`src/core/hbg_regs.svh`:
```
// Register offsets, field positions, reset values and timing figures of the gate drive control block.
// Assumes a 50 MHz pclk and a byte-addressed APB register window with one 32-bit word per register.
`ifndef HBG_REGS_SVH
`define HBG_REGS_SVH

// ----------------------------------------------------------------
// Timing
// ----------------------------------------------------------------
`define HBG_CLK_PERIOD_NS    20
`define HBG_DELAY_MAX_NS     200
`define HBG_DELAY_MAX_CYC    ((`HBG_DELAY_MAX_NS) / (`HBG_CLK_PERIOD_NS))
`define HBG_BLANK_STEP_NS    250

// ----------------------------------------------------------------
// Register offsets
// ----------------------------------------------------------------
`define HBG_ADDR_CTRL        12'h000
`define HBG_ADDR_PROT        12'h004
`define HBG_ADDR_DLY_LOW     12'h008
`define HBG_ADDR_DLY_HIGH    12'h00c
`define HBG_ADDR_VDS_CFG     12'h010
`define HBG_ADDR_TRIP        12'h014
`define HBG_ADDR_STATUS      12'h018
`define HBG_ADDR_FLAGS       12'h01c

// ----------------------------------------------------------------
// Field positions
// ----------------------------------------------------------------
`define HBG_CTRL_DRV_EN      0
`define HBG_CTRL_BBM_EN      1
`define HBG_PROT_A_LOW       0
`define HBG_PROT_A_HIGH      1
`define HBG_PROT_B_LOW       2
`define HBG_PROT_B_HIGH      3
`define HBG_DLY_W            4
`define HBG_VDS_BLANK_LSB    0
`define HBG_VDS_EN           4
`define HBG_VDS_PART_LSB     5
`define HBG_VDS_TYPE_LSB     8
`define HBG_VDS_CBC_EN       10
`define HBG_TRIP_LOW_LSB     0
`define HBG_TRIP_HIGH_LSB    4
`define HBG_STAT_GATE_LSB    0
`define HBG_STAT_LPROT       6
`define HBG_STAT_HPROT       7
`define HBG_STAT_HOLD_LSB    8
`define HBG_FLAG_HIGH_LSB    3

// ----------------------------------------------------------------
// Reset values and codes
// ----------------------------------------------------------------
`define HBG_BLANK_RST        4'hf
`define HBG_TRIP_RST         4'hf
`define HBG_TYPE_ALL_OFF     2'h0
`define HBG_TYPE_RECIRC_LOW  2'h1

`endif

```
`src/core/hbg_pkg.sv`:
```
// Types and shared decoding for the gate drive control block.
// Assumes hbg_regs.svh is on the include path.
`include "hbg_regs.svh"

package hbg_pkg;

	typedef logic [3:0] hbg_nib_t;

	typedef enum logic {
		CBC_RUN  = 1'b0,
		CBC_HOLD = 1'b1
	} hbg_cbc_state_t;

	// Blanking setting n means (n + 1) steps; a least time, so it rounds up to whole cycles.
	function automatic logic [7:0] hbg_blank_cycles(input hbg_nib_t sel);
		int ns;
		ns = (int'(sel) + 1) * `HBG_BLANK_STEP_NS;
		return 8'((ns + `HBG_CLK_PERIOD_NS - 1) / `HBG_CLK_PERIOD_NS);
	endfunction

endpackage

```
`src/core/hbg_delay_line.sv`:
```
// Programmable propagation delay for one gate channel, in whole pclk cycles.
// Assumes the input is synchronous to pclk; settings above the longest delay are clamped.
`timescale 1ns/10ps

module hbg_delay_line
	import hbg_pkg::*;
(
	// Clock and reset
	input  wire logic     pclk,
	input  wire logic     presetn,
	// Channel
	input  wire logic     din,
	input  wire hbg_nib_t sel,
	output logic          dout
);

	localparam int DEPTH = `HBG_DELAY_MAX_CYC;

	logic [DEPTH-1:0] tap_reg;

	always_ff @(posedge pclk or negedge presetn) begin
		if (!presetn) begin
			tap_reg <= '0;
		end else begin
			tap_reg <= {tap_reg[DEPTH-2:0], din};
		end
	end

	always_comb begin
		if (sel == 4'h0) begin
			dout = din;
		end else if (int'(sel) >= DEPTH) begin
			dout = tap_reg[DEPTH-1];
		end else begin
			dout = tap_reg[sel - 4'h1];
		end
	end

endmodule

```
`src/core/hbg_vds_filter.sv`:
```
// Blanking filter for one drain-source comparator.
// Assumes the comparator output is synchronous to pclk.
`timescale 1ns/10ps

module hbg_vds_filter
	import hbg_pkg::*;
(
	// Clock and reset
	input  wire logic       pclk,
	input  wire logic       presetn,
	// Qualifiers
	input  wire logic       enable,
	input  wire logic       conducting,
	input  wire logic       over,
	input  wire logic [7:0] limit,
	// Result
	output logic            fault
);

	logic [7:0] cnt_reg;
	logic       active;

	assign active = enable & conducting & over;

	// A fault needs the condition to last longer than the blanking count.
	always_ff @(posedge pclk or negedge presetn) begin
		if (!presetn) begin
			cnt_reg <= 8'h00;
		end else if (!active) begin
			cnt_reg <= 8'h00;
		end else if (cnt_reg <= limit) begin
			cnt_reg <= cnt_reg + 8'h01;
		end
	end

	assign fault = active & (cnt_reg > limit);

endmodule

```
`src/core/hbg_top.sv`:
```
// Gate drive control: six gate channels in three phases, APB registers, protection and drain sensing.
// Assumes all pin inputs are synchronous to pclk and the analog comparators report over-threshold levels.
//
// Function
// - Gates follow PWM only with global enable
// - Interlock keeps phase pair never both on
// - High-side protect forces channels 3-5 off
// - Low-side protect forces channels 0-2 off
// - Protect input A routed by two enables
// - Protect input B routed by two enables
// - Low channels 0-2 driven from port bits 0-2
// - High channels 3-5 from port bits 4-6
// - Per-channel delay, zero to 200 ns
// - Fault when conducting switch exceeds trip level
// - Drain sensing only while enabled
// - Fault only beyond blanking time of one to sixteen steps
// - Separate low and high trip levels
// - Drain fault may trigger cycle shutdown
// - Shutdown turns high side off, may recirculate
// - Participation bit set lets phase shut down
// - Type 00 all off, 01 low recirculates
// - Shutdown holds until next PWM rising edge
`timescale 1ns/10ps

module hbg_top
	import hbg_pkg::*;
(
	// APB slave
	input  wire logic        pclk,
	input  wire logic        presetn,
	input  wire logic        psel,
	input  wire logic        penable,
	input  wire logic        pwrite,
	input  wire logic [11:0] paddr,
	input  wire logic [31:0] pwdata,
	output logic [31:0]      prdata,
	output logic             pready,
	output logic             pslverr,
	// PWM port inputs
	input  wire logic        port_b_bit_0,
	input  wire logic        port_b_bit_1,
	input  wire logic        port_b_bit_2,
	input  wire logic        port_b_bit_4,
	input  wire logic        port_b_bit_5,
	input  wire logic        port_b_bit_6,
	// Protection inputs
	input  wire logic        protect_input_a,
	input  wire logic        protect_input_b,
	// Drain-source comparators, one bit per phase
	input  wire logic [2:0]  drain_over_low,
	input  wire logic [2:0]  drain_over_high,
	// Gate outputs
	output logic             low_gate_0,
	output logic             low_gate_1,
	output logic             low_gate_2,
	output logic             high_gate_3,
	output logic             high_gate_4,
	output logic             high_gate_5,
	// Analog settings and protection state
	output logic [3:0]       low_side_trip_level,
	output logic [3:0]       high_side_trip_level,
	output logic             low_side_protect,
	output logic             high_side_protect
);

	// ----------------------------------------------------------------
	// Registers
	// ----------------------------------------------------------------
	logic           driver_global_enable_reg;
	logic           interlock_enable_reg;
	logic [3:0]     prot_cfg_reg;
	hbg_nib_t       delay_sel_reg [6];
	hbg_nib_t       drain_sense_blanking_reg;
	logic           drain_sense_enable_reg;
	logic [2:0]     cycle_participate_reg;
	logic [1:0]     cycle_shutdown_type_reg;
	logic           cycle_shutdown_enable_reg;
	hbg_nib_t       low_trip_reg;
	hbg_nib_t       high_trip_reg;
	logic [5:0]     fault_flag_reg;
	logic [5:0]     gate_reg;
	logic           lprot_reg;
	logic           hprot_reg;
	hbg_cbc_state_t cbc_state_reg [3];
	logic [2:0]     pwm_prev_reg;
	logic [31:0]    prdata_reg;
	logic           pready_reg;
	logic           pslverr_reg;

	logic [5:0]     pwm_in;
	logic [5:0]     pwm_dly;
	logic [5:0]     gate_next;
	logic [2:0]     vds_fault_low;
	logic [2:0]     vds_fault_high;
	logic [7:0]     blank_limit;
	logic           low_prot;
	logic           high_prot;
	logic           wr_en;
	logic           setup;
	logic           mapped;
	logic [31:0]    rd_word;

	// ----------------------------------------------------------------
	// APB access
	// ----------------------------------------------------------------
	assign setup = psel & ~penable;
	assign wr_en = psel & penable & pwrite & pready_reg;

	always_comb begin
		mapped  = 1'b1;
		rd_word = 32'h0000_0000;
		case (paddr)
			`HBG_ADDR_CTRL: begin
				rd_word[`HBG_CTRL_DRV_EN] = driver_global_enable_reg;
				rd_word[`HBG_CTRL_BBM_EN] = interlock_enable_reg;
			end
			`HBG_ADDR_PROT: begin
				rd_word[3:0] = prot_cfg_reg;
			end
			`HBG_ADDR_DLY_LOW: begin
				rd_word[11:0] = {delay_sel_reg[2], delay_sel_reg[1], delay_sel_reg[0]};
			end
			`HBG_ADDR_DLY_HIGH: begin
				rd_word[11:0] = {delay_sel_reg[5], delay_sel_reg[4], delay_sel_reg[3]};
			end
			`HBG_ADDR_VDS_CFG: begin
				rd_word[`HBG_VDS_BLANK_LSB +: 4] = drain_sense_blanking_reg;
				rd_word[`HBG_VDS_EN]             = drain_sense_enable_reg;
				rd_word[`HBG_VDS_PART_LSB +: 3]  = cycle_participate_reg;
				rd_word[`HBG_VDS_TYPE_LSB +: 2]  = cycle_shutdown_type_reg;
				rd_word[`HBG_VDS_CBC_EN]         = cycle_shutdown_enable_reg;
			end
			`HBG_ADDR_TRIP: begin
				rd_word[`HBG_TRIP_LOW_LSB +: 4]  = low_trip_reg;
				rd_word[`HBG_TRIP_HIGH_LSB +: 4] = high_trip_reg;
			end
			`HBG_ADDR_STATUS: begin
				rd_word[`HBG_STAT_GATE_LSB +: 6] = gate_reg;
				rd_word[`HBG_STAT_LPROT]         = lprot_reg;
				rd_word[`HBG_STAT_HPROT]         = hprot_reg;
				for (int p = 0; p < 3; p++) begin
					rd_word[`HBG_STAT_HOLD_LSB + p] = (cbc_state_reg[p] == CBC_HOLD);
				end
			end
			`HBG_ADDR_FLAGS: begin
				rd_word[5:0] = fault_flag_reg;
			end
			default: begin
				mapped = 1'b0;
			end
		endcase
	end

	// Read data and error are settled in the setup cycle, so the access phase needs no wait.
	always_ff @(posedge pclk or negedge presetn) begin
		if (!presetn) begin
			prdata_reg  <= 32'h0000_0000;
			pslverr_reg <= 1'b0;
			pready_reg  <= 1'b0;
		end else begin
			pready_reg <= 1'b1;
			if (setup) begin
				prdata_reg  <= pwrite ? 32'h0000_0000 : rd_word;
				pslverr_reg <= ~mapped;
			end
		end
	end

	always_ff @(posedge pclk or negedge presetn) begin
		if (!presetn) begin
			driver_global_enable_reg <= 1'b0;
			interlock_enable_reg     <= 1'b0;
			prot_cfg_reg             <= 4'h0;
		end else if (wr_en && paddr == `HBG_ADDR_CTRL) begin
			driver_global_enable_reg <= pwdata[`HBG_CTRL_DRV_EN];
			interlock_enable_reg     <= pwdata[`HBG_CTRL_BBM_EN];
		end else if (wr_en && paddr == `HBG_ADDR_PROT) begin
			prot_cfg_reg <= pwdata[3:0];
		end
	end

	always_ff @(posedge pclk or negedge presetn) begin
		if (!presetn) begin
			for (int c = 0; c < 6; c++) begin
				delay_sel_reg[c] <= 4'h0;
			end
		end else if (wr_en && paddr == `HBG_ADDR_DLY_LOW) begin
			for (int c = 0; c < 3; c++) begin
				delay_sel_reg[c] <= pwdata[c*`HBG_DLY_W +: 4];
			end
		end else if (wr_en && paddr == `HBG_ADDR_DLY_HIGH) begin
			for (int c = 0; c < 3; c++) begin
				delay_sel_reg[c+3] <= pwdata[c*`HBG_DLY_W +: 4];
			end
		end
	end

	always_ff @(posedge pclk or negedge presetn) begin
		if (!presetn) begin
			drain_sense_blanking_reg  <= `HBG_BLANK_RST;
			drain_sense_enable_reg    <= 1'b0;
			cycle_participate_reg     <= 3'h0;
			cycle_shutdown_type_reg   <= `HBG_TYPE_ALL_OFF;
			cycle_shutdown_enable_reg <= 1'b0;
			low_trip_reg              <= `HBG_TRIP_RST;
			high_trip_reg             <= `HBG_TRIP_RST;
		end else if (wr_en && paddr == `HBG_ADDR_VDS_CFG) begin
			drain_sense_blanking_reg  <= pwdata[`HBG_VDS_BLANK_LSB +: 4];
			drain_sense_enable_reg    <= pwdata[`HBG_VDS_EN];
			cycle_participate_reg     <= pwdata[`HBG_VDS_PART_LSB +: 3];
			cycle_shutdown_type_reg   <= pwdata[`HBG_VDS_TYPE_LSB +: 2];
			cycle_shutdown_enable_reg <= pwdata[`HBG_VDS_CBC_EN];
		end else if (wr_en && paddr == `HBG_ADDR_TRIP) begin
			low_trip_reg  <= pwdata[`HBG_TRIP_LOW_LSB +: 4];
			high_trip_reg <= pwdata[`HBG_TRIP_HIGH_LSB +: 4];
		end
	end

	// ----------------------------------------------------------------
	// Channel inputs and delays
	// ----------------------------------------------------------------
	assign pwm_in[2:0] = {port_b_bit_2, port_b_bit_1, port_b_bit_0};
	assign pwm_in[5:3] = {port_b_bit_6, port_b_bit_5, port_b_bit_4};

	generate
		for (genvar c = 0; c < 6; c++) begin : g_chan
			hbg_delay_line u_delay (
				.pclk    (pclk),
				.presetn (presetn),
				.din     (pwm_in[c]),
				.sel     (delay_sel_reg[c]),
				.dout    (pwm_dly[c])
			);
		end
	endgenerate

	// ----------------------------------------------------------------
	// Protection routing
	// ----------------------------------------------------------------
	assign low_prot  = (protect_input_a & prot_cfg_reg[`HBG_PROT_A_LOW])
	                 | (protect_input_b & prot_cfg_reg[`HBG_PROT_B_LOW]);
	assign high_prot = (protect_input_a & prot_cfg_reg[`HBG_PROT_A_HIGH])
	                 | (protect_input_b & prot_cfg_reg[`HBG_PROT_B_HIGH]);

	always_ff @(posedge pclk or negedge presetn) begin
		if (!presetn) begin
			lprot_reg <= 1'b0;
			hprot_reg <= 1'b0;
		end else begin
			lprot_reg <= low_prot;
			hprot_reg <= high_prot;
		end
	end

	// ----------------------------------------------------------------
	// Drain-source sensing
	// ----------------------------------------------------------------
	assign blank_limit = hbg_blank_cycles(drain_sense_blanking_reg);

	// Only a switch whose gate is on is judged, since an off switch always shows full voltage.
	generate
		for (genvar p = 0; p < 3; p++) begin : g_vds
			hbg_vds_filter u_low (
				.pclk       (pclk),
				.presetn    (presetn),
				.enable     (drain_sense_enable_reg),
				.conducting (gate_reg[p]),
				.over       (drain_over_low[p]),
				.limit      (blank_limit),
				.fault      (vds_fault_low[p])
			);
			hbg_vds_filter u_high (
				.pclk       (pclk),
				.presetn    (presetn),
				.enable     (drain_sense_enable_reg),
				.conducting (gate_reg[p+3]),
				.over       (drain_over_high[p]),
				.limit      (blank_limit),
				.fault      (vds_fault_high[p])
			);
		end
	endgenerate

	// Sticky fault flags, cleared by writing one; a new fault wins over the clear.
	always_ff @(posedge pclk or negedge presetn) begin
		if (!presetn) begin
			fault_flag_reg <= 6'h00;
		end else begin
			fault_flag_reg <= (fault_flag_reg & ~((wr_en && paddr == `HBG_ADDR_FLAGS) ? pwdata[5:0] : 6'h00))
			                | {vds_fault_high, vds_fault_low};
		end
	end

	// ----------------------------------------------------------------
	// Cycle-by-cycle shutdown, one state machine per phase
	// ----------------------------------------------------------------
	always_ff @(posedge pclk or negedge presetn) begin
		if (!presetn) begin
			pwm_prev_reg <= 3'h0;
		end else begin
			pwm_prev_reg <= pwm_dly[5:3];
		end
	end

	always_ff @(posedge pclk or negedge presetn) begin
		if (!presetn) begin
			for (int p = 0; p < 3; p++) begin
				cbc_state_reg[p] <= CBC_RUN;
			end
		end else begin
			for (int p = 0; p < 3; p++) begin
				case (cbc_state_reg[p])
					CBC_RUN: begin
						if (cycle_shutdown_enable_reg && cycle_participate_reg[p]
						    && (vds_fault_low[p] || vds_fault_high[p])) begin
							cbc_state_reg[p] <= CBC_HOLD;
						end
					end
					CBC_HOLD: begin
						// A fault in the same cycle as the new edge keeps the hold.
						if (pwm_dly[p+3] && !pwm_prev_reg[p]
						    && !(vds_fault_low[p] || vds_fault_high[p])) begin
							cbc_state_reg[p] <= CBC_RUN;
						end
					end
					default: begin
						cbc_state_reg[p] <= CBC_RUN;
					end
				endcase
			end
		end
	end

	// ----------------------------------------------------------------
	// Gate resolution
	// ----------------------------------------------------------------
	always_comb begin
		logic lo_req;
		logic hi_req;
		lo_req    = 1'b0;
		hi_req    = 1'b0;
		gate_next = 6'h00;
		for (int p = 0; p < 3; p++) begin
			lo_req = driver_global_enable_reg & ~low_prot & pwm_dly[p];
			hi_req = driver_global_enable_reg & ~high_prot & pwm_dly[p+3];
			if (cbc_state_reg[p] == CBC_HOLD) begin
				hi_req = 1'b0;
				// Reserved type codes fall back to all switches off.
				lo_req = (cycle_shutdown_type_reg == `HBG_TYPE_RECIRC_LOW)
				       & driver_global_enable_reg & ~low_prot;
			end
			// Break before make: a side turns on only once the other side is off at the pin.
			gate_next[p]   = lo_req & ~(interlock_enable_reg & (hi_req | gate_reg[p+3]));
			gate_next[p+3] = hi_req & ~(interlock_enable_reg & (lo_req | gate_reg[p]));
		end
	end

	always_ff @(posedge pclk or negedge presetn) begin
		if (!presetn) begin
			gate_reg <= 6'h00;
		end else begin
			gate_reg <= gate_next;
		end
	end

	// ----------------------------------------------------------------
	// Outputs
	// ----------------------------------------------------------------
	assign low_gate_0           = gate_reg[0];
	assign low_gate_1           = gate_reg[1];
	assign low_gate_2           = gate_reg[2];
	assign high_gate_3          = gate_reg[3];
	assign high_gate_4          = gate_reg[4];
	assign high_gate_5          = gate_reg[5];
	assign low_side_trip_level  = low_trip_reg;
	assign high_side_trip_level = high_trip_reg;
	assign low_side_protect     = lprot_reg;
	assign high_side_protect    = hprot_reg;
	assign prdata               = prdata_reg;
	assign pready               = pready_reg;
	assign pslverr              = pslverr_reg;

endmodule

```
`config.mk`:
```
export PLATFORM = sky130hd
export DESIGN_NAME = hbg_top
export DESIGN_NICKNAME = d
export VERILOG_FILES = /design/src/core/hbg_pkg.sv /design/src/core/hbg_delay_line.sv /design/src/core/hbg_vds_filter.sv /design/src/core/hbg_top.sv
export VERILOG_INCLUDE_DIRS = /design/src /design/src/core
export SDC_FILE = /design/constraint.sdc
export NUM_CORES = 1
export LEC_CHECK = 0
export ABC_AREA = 1
export BUFFER_PORTS_ARGS = -buffer_cell sky130_fd_sc_hd__buf_4
export CORE_MARGIN = 4
export CORE_UTILIZATION = 50
export DETAILED_ROUTE_END_ITERATION = 8
export PLACE_DENSITY = 0.72
export SYNTH_ARGS = -nofsm -noshare
export SYNTH_HDL_FRONTEND = slang
export SYNTH_SLANG_ARGS = --single-unit
```
`constraint.sdc`:
```
create_clock -name pclk -period 8.95 [get_ports pclk]
set_input_delay 0.4475 -clock pclk [delete_from_list [all_inputs] [get_ports pclk]]
set_output_delay 0.4475 -clock pclk [all_outputs]
set_load 0.005 [all_outputs]
```
==> flow_summary.yaml, run 1 <==
sta:
  slew_headroom: 0.3431
  clock_skew_ns: 0.01037
  fmax_mhz: 115.6
  tns_ns: 0
  whs_ns: 0.07401
  finalCriticalPeriod_ns: 8.649
  rsz0062_at_grt: "true"
  worstMarginPinSlew_ns: 0.9824
  period_share: 0.9664
  hold_violations: 0
  setup_violations: 0
  drv_slew: 0
clocking:
  cts_tree: "yes"
  clockRootBuffer: "clkbuf_16"
  cts.sinks: 191
  cts_buffer_depth: 2
  htreeDepth: 4
  hold_buffers: 0
  clk_pin_slew_ns: 0.08
  insertion_delay_ns: 0.44
  numCtsBuffers: 17
layout:
  drive_above_1_share: 0.2047
  final_nets: 1743
  largest_reg_flops: 60
  fin_util: 0.6170
  n_antenna_cell: 0
  syn_to_final_growth_pct: 20.15
synth:
  synth.avg_cell_area_sq_um: 8.111
  synth-seq-area-share: 0.4074
  yosysWarnings: 0
  synthArstFlopShare: 1.000
  synthFlopType: "dfrtp_1"
  ys_types: 58
  synth-edff-count: 0
  synthesis.instances: 1451
  synth_area_sq_um: 11770
  synth-seq-cells: 191
global_routing:
  grt_max_degree: 117
  grt_pass1_vias: 9699
  antenna_found_initial: 0
  gr-usage-all-layers: 0.2227
  overflow: 0
  grt_pass1_wl_microns: 47410
detailed_routing:
  wl_microns: 29770
  ant_nets: 0
  dr.pass1.iters: 5
  drc: 0
  viasPerCell: 5.425
  num_vias: 10310
  drt-wirelength-per-cell_microns: 15.66
  drt_iter0_drc: 795
floorplanning:
  io-pin-count: 113
  core_region_area_sq_um: 22920
  dieWidth_microns: 161.4
  rows: 55
  die_y_microns: 161.4
  start_util: 0.5136
  die_area_sq_um: 26060
pwr:
  leakagePower_uw: 0.006910
  power_density_nw_per_um2: 126.6
  max-vdd-ir-drop_v: 0.0001249
worst_setup_path:
  reg2reg_to: "g_vds[2].u_low.cnt_reg[7]$_DFFE_PN0N_"
  worst_ep_required_time_ns: 9.27
  critPathArrivalTime_ns: 8.97
  rr_startpoint: "drain_sense_blanking_reg[1]$_DFFE_PN1P_"
  crit_path_end_kind: "flop"
  critical_path.max_stage_delay_ns: 0.65
  crit_path_start_kind: "flop"
  path_common_cell: "nand2_2"
  ff2ff_setup_slack_ns: 0.30
  slowest_stage: "dfstp_2"
  crit_fanout: 7
  r2r_cells: 61
  path_class: "reg -> reg"
placement:
  dp_hpwl_microns: 21360
  gp_congestion: 0.8864
  io_buffers: 72
flow_run:
  drv_cap: 0
run_status:
  status: "complete, no violations"
hold_path:
  hold_class: "in -> async"
logic make-up after synthesis:
family	count (synthesis)	share of synthesized area
simple gates	585	0.2220
compound gates	292	0.1450
buf+inv	251	0.08707
flops	191	0.4074
fa+ha+maj	105	0.1180
xor+xnor	19	0.01478
mux	6	0.005103
other cells	2	0.0006381
layout make-up:
type	count	area, sq um
clock buffers	18	439.2
clock inverters	14	158.9
fillers	1950	8776
inverters	217	824.5
multi-input cells	1028	6609
flip-flops and latches	191	4795
well taps	313	391.6
repair buffers	120	922.1
metrics by stage:
stage | power [uW] | cells | worst slack (ns) | instance area (sq um)
after floorplan | 960.6 | 1470 | 0.4356 | 11840
after global placement | 1014 | 1837 | 0.1861 | 12700
after global routing | 1861 | 1901 | -0.2992 | 14140
final | 1791 | 1901 | 0.3011 | 14140
after detailed placement | 1018 | 1837 | -0.1089 | 12700
after CTS | 1777 | 1870 | 0.02080 | 13340
worst max-delay path by stage:
stage                                            start                                     end  slack, ns  cells past startpoint
2_1_floorplan  drain_sense_blanking_reg[0]$_DFFE_PN1P_  g_vds[1].u_high.cnt_reg[7]$_DFFE_PN0N_       0.44                     65
3_3_place_gp   drain_sense_blanking_reg[1]$_DFFE_PN1P_  g_vds[1].u_high.cnt_reg[7]$_DFFE_PN0N_       0.19                     63
3_5_place_dp   drain_sense_blanking_reg[1]$_DFFE_PN1P_  g_vds[0].u_high.cnt_reg[7]$_DFFE_PN0N_      -0.11                     63
4_1_cts        drain_sense_blanking_reg[1]$_DFFE_PN1P_  g_vds[0].u_high.cnt_reg[7]$_DFFE_PN0N_       0.02                     67
5_1_grt        drain_sense_blanking_reg[1]$_DFFE_PN1P_  g_vds[0].u_high.cnt_reg[7]$_DFFE_PN0N_      -0.30                     62
6_report       drain_sense_blanking_reg[1]$_DFFE_PN1P_   g_vds[2].u_low.cnt_reg[7]$_DFFE_PN0N_       0.30                     61
power breakdown:
| group | internal (uW) | switching, uW |
|---|---|---|
| sequential | 878 | 8.04 |
| combinational | 55.1 | 85.8 |
| clock | 385 | 379 |
| total | 1320 | 473 |
cell usage in the layout (no fill, tap or decap), types with 6 or more instances in the layout:
master | Yosys | layout
a21oi_1 | 87 | 80
a21oi_2 | 1 | 7
a221oi_1 | 7 | 6
and3_1 | 8 | 8
buf_4 | 20 | 115
clkbuf_16 | 0 | 17
conb_1 | 2 | 21
dfrtp_1 | 179 | 179
dfstp_2 | 12 | 12
fa_1 | 10 | 8
ha_1 | 95 | 85
ha_4 | 0 | 10
inv_1 | 199 | 187
inv_2 | 11 | 22
mux2i_1 | 6 | 6
nand2_1 | 299 | 272
nand2_2 | 32 | 44
nand2_4 | 2 | 17
nand3_1 | 75 | 59
nand3_2 | 7 | 14
nand3_4 | 0 | 9
nand4_1 | 22 | 22
nor2_1 | 96 | 89
nor2_2 | 4 | 7
nor2_4 | 2 | 6
nor3_1 | 24 | 20
o211ai_1 | 18 | 18
o21ai_0 | 119 | 110
o21ai_1 | 2 | 9
o221ai_1 | 6 | 6
o22ai_1 | 10 | 10
xnor2_1 | 6 | 6
xor2_1 | 12 | 11
repair_timing:
item / CTS / global route
buffers inserted: 1 / 31
pin swaps: 1 / 77
setup endpoints to repair: 5 / 57
gates resized for setup: 6 / 138
Yosys cell counts (3+ instances only):
cell | n | area share
nand2_1 | 299 | 0.095
inv_1 | 199 | 0.063
dfrtp_1 | 179 | 0.38
o21ai_0 | 119 | 0.051
nor2_1 | 96 | 0.031
ha_1 | 95 | 0.10
a21oi_1 | 87 | 0.037
nand3_1 | 75 | 0.032
nand2_2 | 32 | 0.017
nor3_1 | 24 | 0.010
nand4_1 | 22 | 0.012
buf_4 | 20 | 0.013
o211ai_1 | 18 | 0.011
clkbuf_1 | 14 | 0.0045
dfstp_2 | 12 | 0.027
xor2_1 | 12 | 0.0089
inv_2 | 11 | 0.0035
fa_1 | 10 | 0.017
o22ai_1 | 10 | 0.0053
and3_1 | 8 | 0.0043
a221oi_1 | 7 | 0.0052
nand3_2 | 7 | 0.0060
a211oi_1 | 6 | 0.0038
mux2i_1 | 6 | 0.0051
nor4_1 | 6 | 0.0032
o221ai_1 | 6 | 0.0045
xnor2_1 | 6 | 0.0045
a22o_1 | 5 | 0.0037
clkinv_1 | 5 | 0.0016
a22oi_1 | 4 | 0.0026
a31oi_1 | 4 | 0.0021
nor2_2 | 4 | 0.0021
o2111ai_1 | 3 | 0.0022
o21a_1 | 3 | 0.0019
o32ai_1 | 3 | 0.0022
layer usage:
| metal | track usage | part of all wire |
|---|---|---|
| met2 | 0.3601 | 0.47 |
| met4 | 0.06786 | 0.021 |
| met3 | 0.03215 | 0.050 |
| met1 | 0.3128 | 0.46 |
| met5 | 0 | 0 |
worst max-delay path: cells and delay by family, from the launching register on:
family / cells / cell delay, ns
adder cells (fa/ha/maj): 7 / 2.48
buffers and inverters: 7 / 0.57
AND/OR/NAND/NOR: 43 / 4.24
AO/OA/AOI/OAI: 4 / 0.55
flip-flops: 1 / 0.65
No activity file was read; power rests on OpenSTA's default activity.
==> run 2, diff against run 1 <==
--- a/config.mk
+++ b/config.mk
@@ -8,10 +8,11 @@
 export LEC_CHECK = 0
 export ABC_AREA = 1
 export BUFFER_PORTS_ARGS = -buffer_cell sky130_fd_sc_hd__buf_4
-export CORE_MARGIN = 4
-export CORE_UTILIZATION = 50
+export CELL_PAD_IN_SITES_DETAIL_PLACEMENT = 1
+export CELL_PAD_IN_SITES_GLOBAL_PLACEMENT = 2
+export CORE_UTILIZATION = 33
 export DETAILED_ROUTE_END_ITERATION = 8
-export PLACE_DENSITY = 0.72
+export PLACE_DENSITY_LB_ADDON = 0.1
 export SYNTH_ARGS = -nofsm -noshare
 export SYNTH_HDL_FRONTEND = slang
 export SYNTH_SLANG_ARGS = --single-unit
==> run 2 against run 1 <==
Against the previous run: clock power increased by 3.8%; power rose by 1.0%; register-to-register slack gained 0.27 ns; first-iteration DRC count down 57%; cell count is 7.4% higher; hold slack worse by 0.051 ns; clock skew up 0.0076 ns; sequential cell count stayed put; utilization down 21 points; global-route usage down 2.4 points; critical endpoint unchanged; highest routed layer unchanged.
==> flow_summary.yaml, run 2 (synthesis gave the netlist of run 1 again) <==
run_status:
  status: "complete, no violations"
detailed_routing:
  drc: 0
  viasPerCell: 4.986
  wl_microns: 34730
  dr.pass1.iters: 5
  ant_nets: 0
  drt_iter0_drc: 342
  drt-wirelength-per-cell_microns: 17.01
  num_vias: 10180
worst_setup_path:
  crit_path_end_kind: "flop"
  path_class: "reg -> reg"
  rr_startpoint: "drain_sense_blanking_reg[1]$_DFFE_PN1P_"
  critPathArrivalTime_ns: 8.72
  crit_fanout: 5
  worst_ep_required_time_ns: 9.29
  slowest_stage: "dfstp_2"
  crit_start: "drain_sense_blanking_reg[1]$_DFFE_PN1P_"
  critical_path.max_stage_delay_ns: 0.60
  path_common_cell: "nand2_2"
  crit_path_start_kind: "flop"
pwr:
  p_sw_uw: 486.0
  pwr-share-clk: 0.438
  max-vdd-ir-drop_v: 0.0001182
  switching_share: 0.2687
  p_comb_frac: 0.072
  intPower_uw: 1323
  power_density_nw_per_um2: 127.4
  p_seq_frac: 0.490
  leakagePower_uw: 0.006898
flow_run:
  drv_cap: 0
sta:
  tns_ns: 0
  slew_headroom: 0.2760
  drv_slew: 0
  fmax_mhz: 119.3
  period_share: 0.9367
  clock_skew_ns: 0.01793
  hold_violations: 0
  rsz0062_at_grt: "true"
  worstMarginPinSlew_ns: 1.083
  finalCriticalPeriod_ns: 8.383
  setup_violations: 0
layout:
  layout_commonest_cell: "nand2_1"
  drive_above_1_share: 0.1972
  final_nets: 1743
  largest_reg_flops: 60
  layout_common_cells: "273 x nand2_1, 189 x inv_1, 179 x dfrtp_1"
  fin_util: 0.4080
  n_antenna_cell: 0
  syn_to_final_growth_pct: 20.63
placement:
  io_buffers: 72
  gp_congestion: 0.8355
  dp_hpwl_microns: 26570
global_routing:
  overflow: 0
  grt_pass1_wl_microns: 55990
  gr-usage-all-layers: 0.1989
  grt_pass1_vias: 10340
  grt_max_degree: 70
  antenna_found_initial: 0
clocking:
  clk_pin_slew_ns: 0.08
  cts.sinks: 191
  cts_tree: "yes"
  clockRootBuffer: "clkbuf_16"
  hold_buffers: 0
  cts_buffer_depth: 2
  numCtsBuffers: 17
  insertion_delay_ns: 0.47
  htreeDepth: 4
floorplanning:
  dieWidth_microns: 190.8
  rows: 68
  die_y_microns: 190.8
  io-pin-count: 113
  start_util: 0.3382
  core_region_area_sq_um: 34800
  die_area_sq_um: 36420
hold_path:
  hold_class: "in -> async"
[run 2: metrics by stage]
step | power [uW] | hold WS (ns) | worst slack [ns] | cells | area, sq um
2_1_floorplan | 960.6 | 0.1519 | 0.4356 | 1470 | 11840
3_3_place_gp | 1021 | 0.3523 | -0.06419 | 1984 | 12910
3_5_place_dp | 1023 | 0.3566 | -0.2449 | 1984 | 12910
4_1_cts | 1828 | 0.03175 | -0.004323 | 2017 | 13550
5_1_grt | 1890 | 0.05599 | -0.06196 | 2042 | 14200
6_report | 1809 | 0.02319 | 0.5667 | 2042 | 14200
[run 2: what timing repair did]
item,CTS,global route
endpoints found under the setup margin,22,57
pin swaps,1,54
gates cloned,0,0
setup buffers,2,25
resized for setup,8,109
[run 2: layout make-up]
class / count / area (sq um)
clock buffer: 17 / 425.4
clock inverter: 14 / 172.7
fill: 4132 / 20600
inverter: 217 / 824.5
multi-input combinational: 1028 / 6499
sequential: 191 / 4795
tap: 455 / 569.3
timing repair buffer: 120 / 910.9
[run 2: power groups by stage]
stage               clock network [uW]  registers [uW]  logic [uW]
CTS                                821             886         121
floorplan                            0             901        60.0
detailed placement                   0             903         120
global route                       853             889         148
global placement                     0             903         118
finish                             793             886         129
[run 2: worst max-delay path, delay by kind of cell, from the launching register on]
family	cells	cell delay, ns
AO/OA/AOI/OAI	4	0.50
adder cells (fa/ha/maj)	7	2.41
buffers and inverters	8	0.53
flip-flops	1	0.60
AND/OR/NAND/NOR	46	4.25
[run 2: final timing paths]
check                                                    endpoint  slack [ns]  cells after the start
min                        g_vds[2].u_high.cnt_reg[2]$_DFFE_PN0N_        0.02                      1
min reg2reg                g_chan[3].u_delay.tap_reg[6]$_DFF_PN0_        0.38                      0
max                         g_vds[2].u_low.cnt_reg[7]$_DFFE_PN0N_        0.57                     65
min in group pclk          g_chan[4].u_delay.tap_reg[0]$_DFF_PN0_        0.10                      1
max reg2reg                 g_vds[2].u_low.cnt_reg[7]$_DFFE_PN0N_        0.57                     65
max in group asynchronous            delay_sel_reg[1]$_DFFE_PN0P_        7.54                      2
[run 2: metal layers]
metal	track usage	part of all wire	up-vias	routed length, microns
met5	0	0	-	0
met4	0.06092	0.020	0	688
met3	0.03239	0.026	35	887
met2	0.3393	0.50	112	17320
met1	0.2557	0.46	4989	15830
li1	-	-	5045	-
==> run 3, diff against run 2 <==
--- a/config.mk
+++ b/config.mk
@@ -13,6 +13,7 @@
 export CORE_UTILIZATION = 33
 export DETAILED_ROUTE_END_ITERATION = 8
 export PLACE_DENSITY_LB_ADDON = 0.1
+export REMOVE_ABC_BUFFERS = 1
 export SYNTH_ARGS = -nofsm -noshare
 export SYNTH_HDL_FRONTEND = slang
 export SYNTH_SLANG_ARGS = --single-unit
==> run 3 against run 2 <==
Against the previous run: non-clock buffer count grew 4; design area grew 1.2%; global-route usage shrank 0.54 points; combinational power grew 6%; fmax shrank 1.4%; count of clock-buffer cells in the layout is the same; via count shrank 0.73%; setup slack lost 0.12 ns; utilization grew 0.48 points; power grew 1.9%; hold slack gained 0.011 ns; cell count grew 0.24%; largest cell class unchanged; largest power group unchanged; highest routed layer unchanged.
==> flow_summary.yaml, run 3 (synthesis gave the netlist of run 1 again) <==
placement:
  dp_hpwl_microns: 25960
  dp.cells: 1990
  gp_congestion: 0.8031
  io_buffers: 72
  pre_cts_ws_ns: -0.1336
worst_setup_path:
  crit_fanout: 7
  path_common_cell: "nand2_2"
  worst_ep_required_time_ns: 9.28
  reg2reg_to: "g_vds[2].u_low.cnt_reg[6]$_DFFE_PN0N_"
  ff2ff_setup_slack_ns: 0.44
  crit_path_end_kind: "flop"
  path_class: "reg -> reg"
  critPathArrivalTime_ns: 8.84
  rr_startpoint: "drain_sense_blanking_reg[0]$_DFFE_PN1P_"
  critical_path.max_stage_delay_ns: 0.59
  r2r_cells: 60
  crit_path_start_kind: "flop"
  slowest_stage: "dfstp_2"
layout:
  stdcell_count: 2047
  drive_above_1_share: 0.2010
  fin_util: 0.4128
  syn_to_final_growth_pct: 22.05
  layout_commonest_cell: "nand2_1"
  largest_reg_flops: 60
  fillerInstances: 4132
  layout_common_cells: "274 x nand2_1, 189 x inv_1, 179 x dfrtp_1"
  final_nets: 1747
  multi_input_area_sq_um: 6595
  n_antenna_cell: 0
  regArea_sq_um: 4795
global_routing:
  grt_max_degree: 81
  grt_pass1_wl_microns: 54880
  grt_pass1_vias: 10380
  overflow: 0
  gr-usage-all-layers: 0.1935
  antenna_found_initial: 0
detailed_routing:
  ant_nets: 0
  drc: 0
  num_vias: 10110
  viasPerCell: 4.937
  dr.pass1.iters: 6
  drt-wirelength-per-cell_microns: 16.61
  drt_iter0_drc: 315
  wl_microns: 34000
floorplanning:
  core_region_area_sq_um: 34800
  rows: 68
  dieWidth_microns: 190.8
  start_util: 0.3382
  die_y_microns: 190.8
  die_area_sq_um: 36420
  io-pin-count: 113
clocking:
  cts.sinks: 191
  htreeDepth: 4
  numCtsBuffers: 17
  insertion_delay_ns: 0.45
  clockRootBuffer: "clkbuf_16"
  cts_tree: "yes"
  cts_buffer_depth: 2
  hold_buffers: 0
  clk_pin_slew_ns: 0.08
sta:
  finalCriticalPeriod_ns: 8.506
  hold_violations: 0
  drv_slew: 0
  rsz0062_at_grt: "true"
  setup_violations: 0
  clock_skew_ns: 0.01181
  slew_headroom: 0.2671
  whs_ns: 0.03443
  period_share: 0.9503
  worstMarginPinSlew_ns: 1.096
  fin_ws_ns: 0.4444
  tns_ns: 0
  fmax_mhz: 117.6
hold_path:
  hold_class: "in -> async"
pwr:
  leakagePower_uw: 0.006974
  power_density_nw_per_um2: 128.3
  max-vdd-ir-drop_v: 0.0001493
flow_run:
  drv_cap: 0
run_status:
  status: "complete, no violations"
[run 3: cell count changes in the layout (fill, tap and decap cells not counted), sizes merged]
cell / before / now
inv: 216 / 218
buf: 119 / 123
clkinvlp: 1 / 0
[run 3: metrics by stage]
step	total power (uW)	area, sq um
final	1843	14360
after global routing	1923	14360
after CTS	1858	13620
after detailed placement	1026	12960
after global placement	1023	12960
after floorplan	954.1	11640
[run 3: what timing repair did]
| item | CTS | global route |
|---|---|---|
| resized for setup | 7 | 126 |
| setup endpoints to repair | 10 | 57 |
| setup buffers | 0 | 26 |
| pin swaps | 1 | 66 |
[run 3: final cells by class]
| class | instances | area share |
|---|---|---|
| clock inverters | 15 | 0.01463 |
| repair buffers | 124 | 0.06577 |
| well taps | 455 | 0.03963 |
| clock buffers | 17 | 0.02962 |
| flip-flops and latches | 191 | 0.3338 |
| inverters | 217 | 0.05740 |
| multi-input cells | 1028 | 0.4591 |
[run 3: layer usage]
layer | global-route usage | vias to the layer above | routed length (microns)
li1 | - | 5058 | -
met1 | 0.2511 | 4917 | 15640
met2 | 0.3361 | 100 | 17140
met3 | 0.02816 | 32 | 779
met4 | 0.04585 | 0 | 442
met5 | 0 | - | 0
[run 3: worst max-delay path: cells and delay by family, from the launching register on]
family	cells	cell delay, ns
simple gates	37	3.44
fa+ha+maj	7	2.42
buf+inv	9	0.99
compound gates	7	0.93
flops	1	0.59
[run 3: worst max path at each step]
| stage | from | slack [ns] | end | cells past startpoint |
|---|---|---|---|---|
| floorplan | drain_sense_blanking_reg[0]$_DFFE_PN1P_ | 0.44 | g_vds[1].u_high.cnt_reg[7]$_DFFE_PN0N_ | 65 |
| global placement | drain_sense_blanking_reg[0]$_DFFE_PN1P_ | 0.04 | g_vds[1].u_high.cnt_reg[7]$_DFFE_PN0N_ | 64 |
| detailed placement | drain_sense_blanking_reg[0]$_DFFE_PN1P_ | -0.13 | g_vds[1].u_high.cnt_reg[7]$_DFFE_PN0N_ | 64 |
| CTS | drain_sense_blanking_reg[0]$_DFFE_PN1P_ | -0.02 | g_vds[1].u_high.cnt_reg[7]$_DFFE_PN0N_ | 64 |
| global route | drain_sense_blanking_reg[0]$_DFFE_PN1P_ | -0.23 | g_vds[1].u_high.cnt_reg[7]$_DFFE_PN0N_ | 67 |
| finish | drain_sense_blanking_reg[0]$_DFFE_PN1P_ | 0.44 | g_vds[2].u_low.cnt_reg[6]$_DFFE_PN0N_ | 60 |
[run 3: report_power, final]
group / switching (uW) / internal, uW
Combinational: 87.2 / 50.1
Sequential: 8.29 / 878
Clock: 409 / 411
Total: 505 / 1340
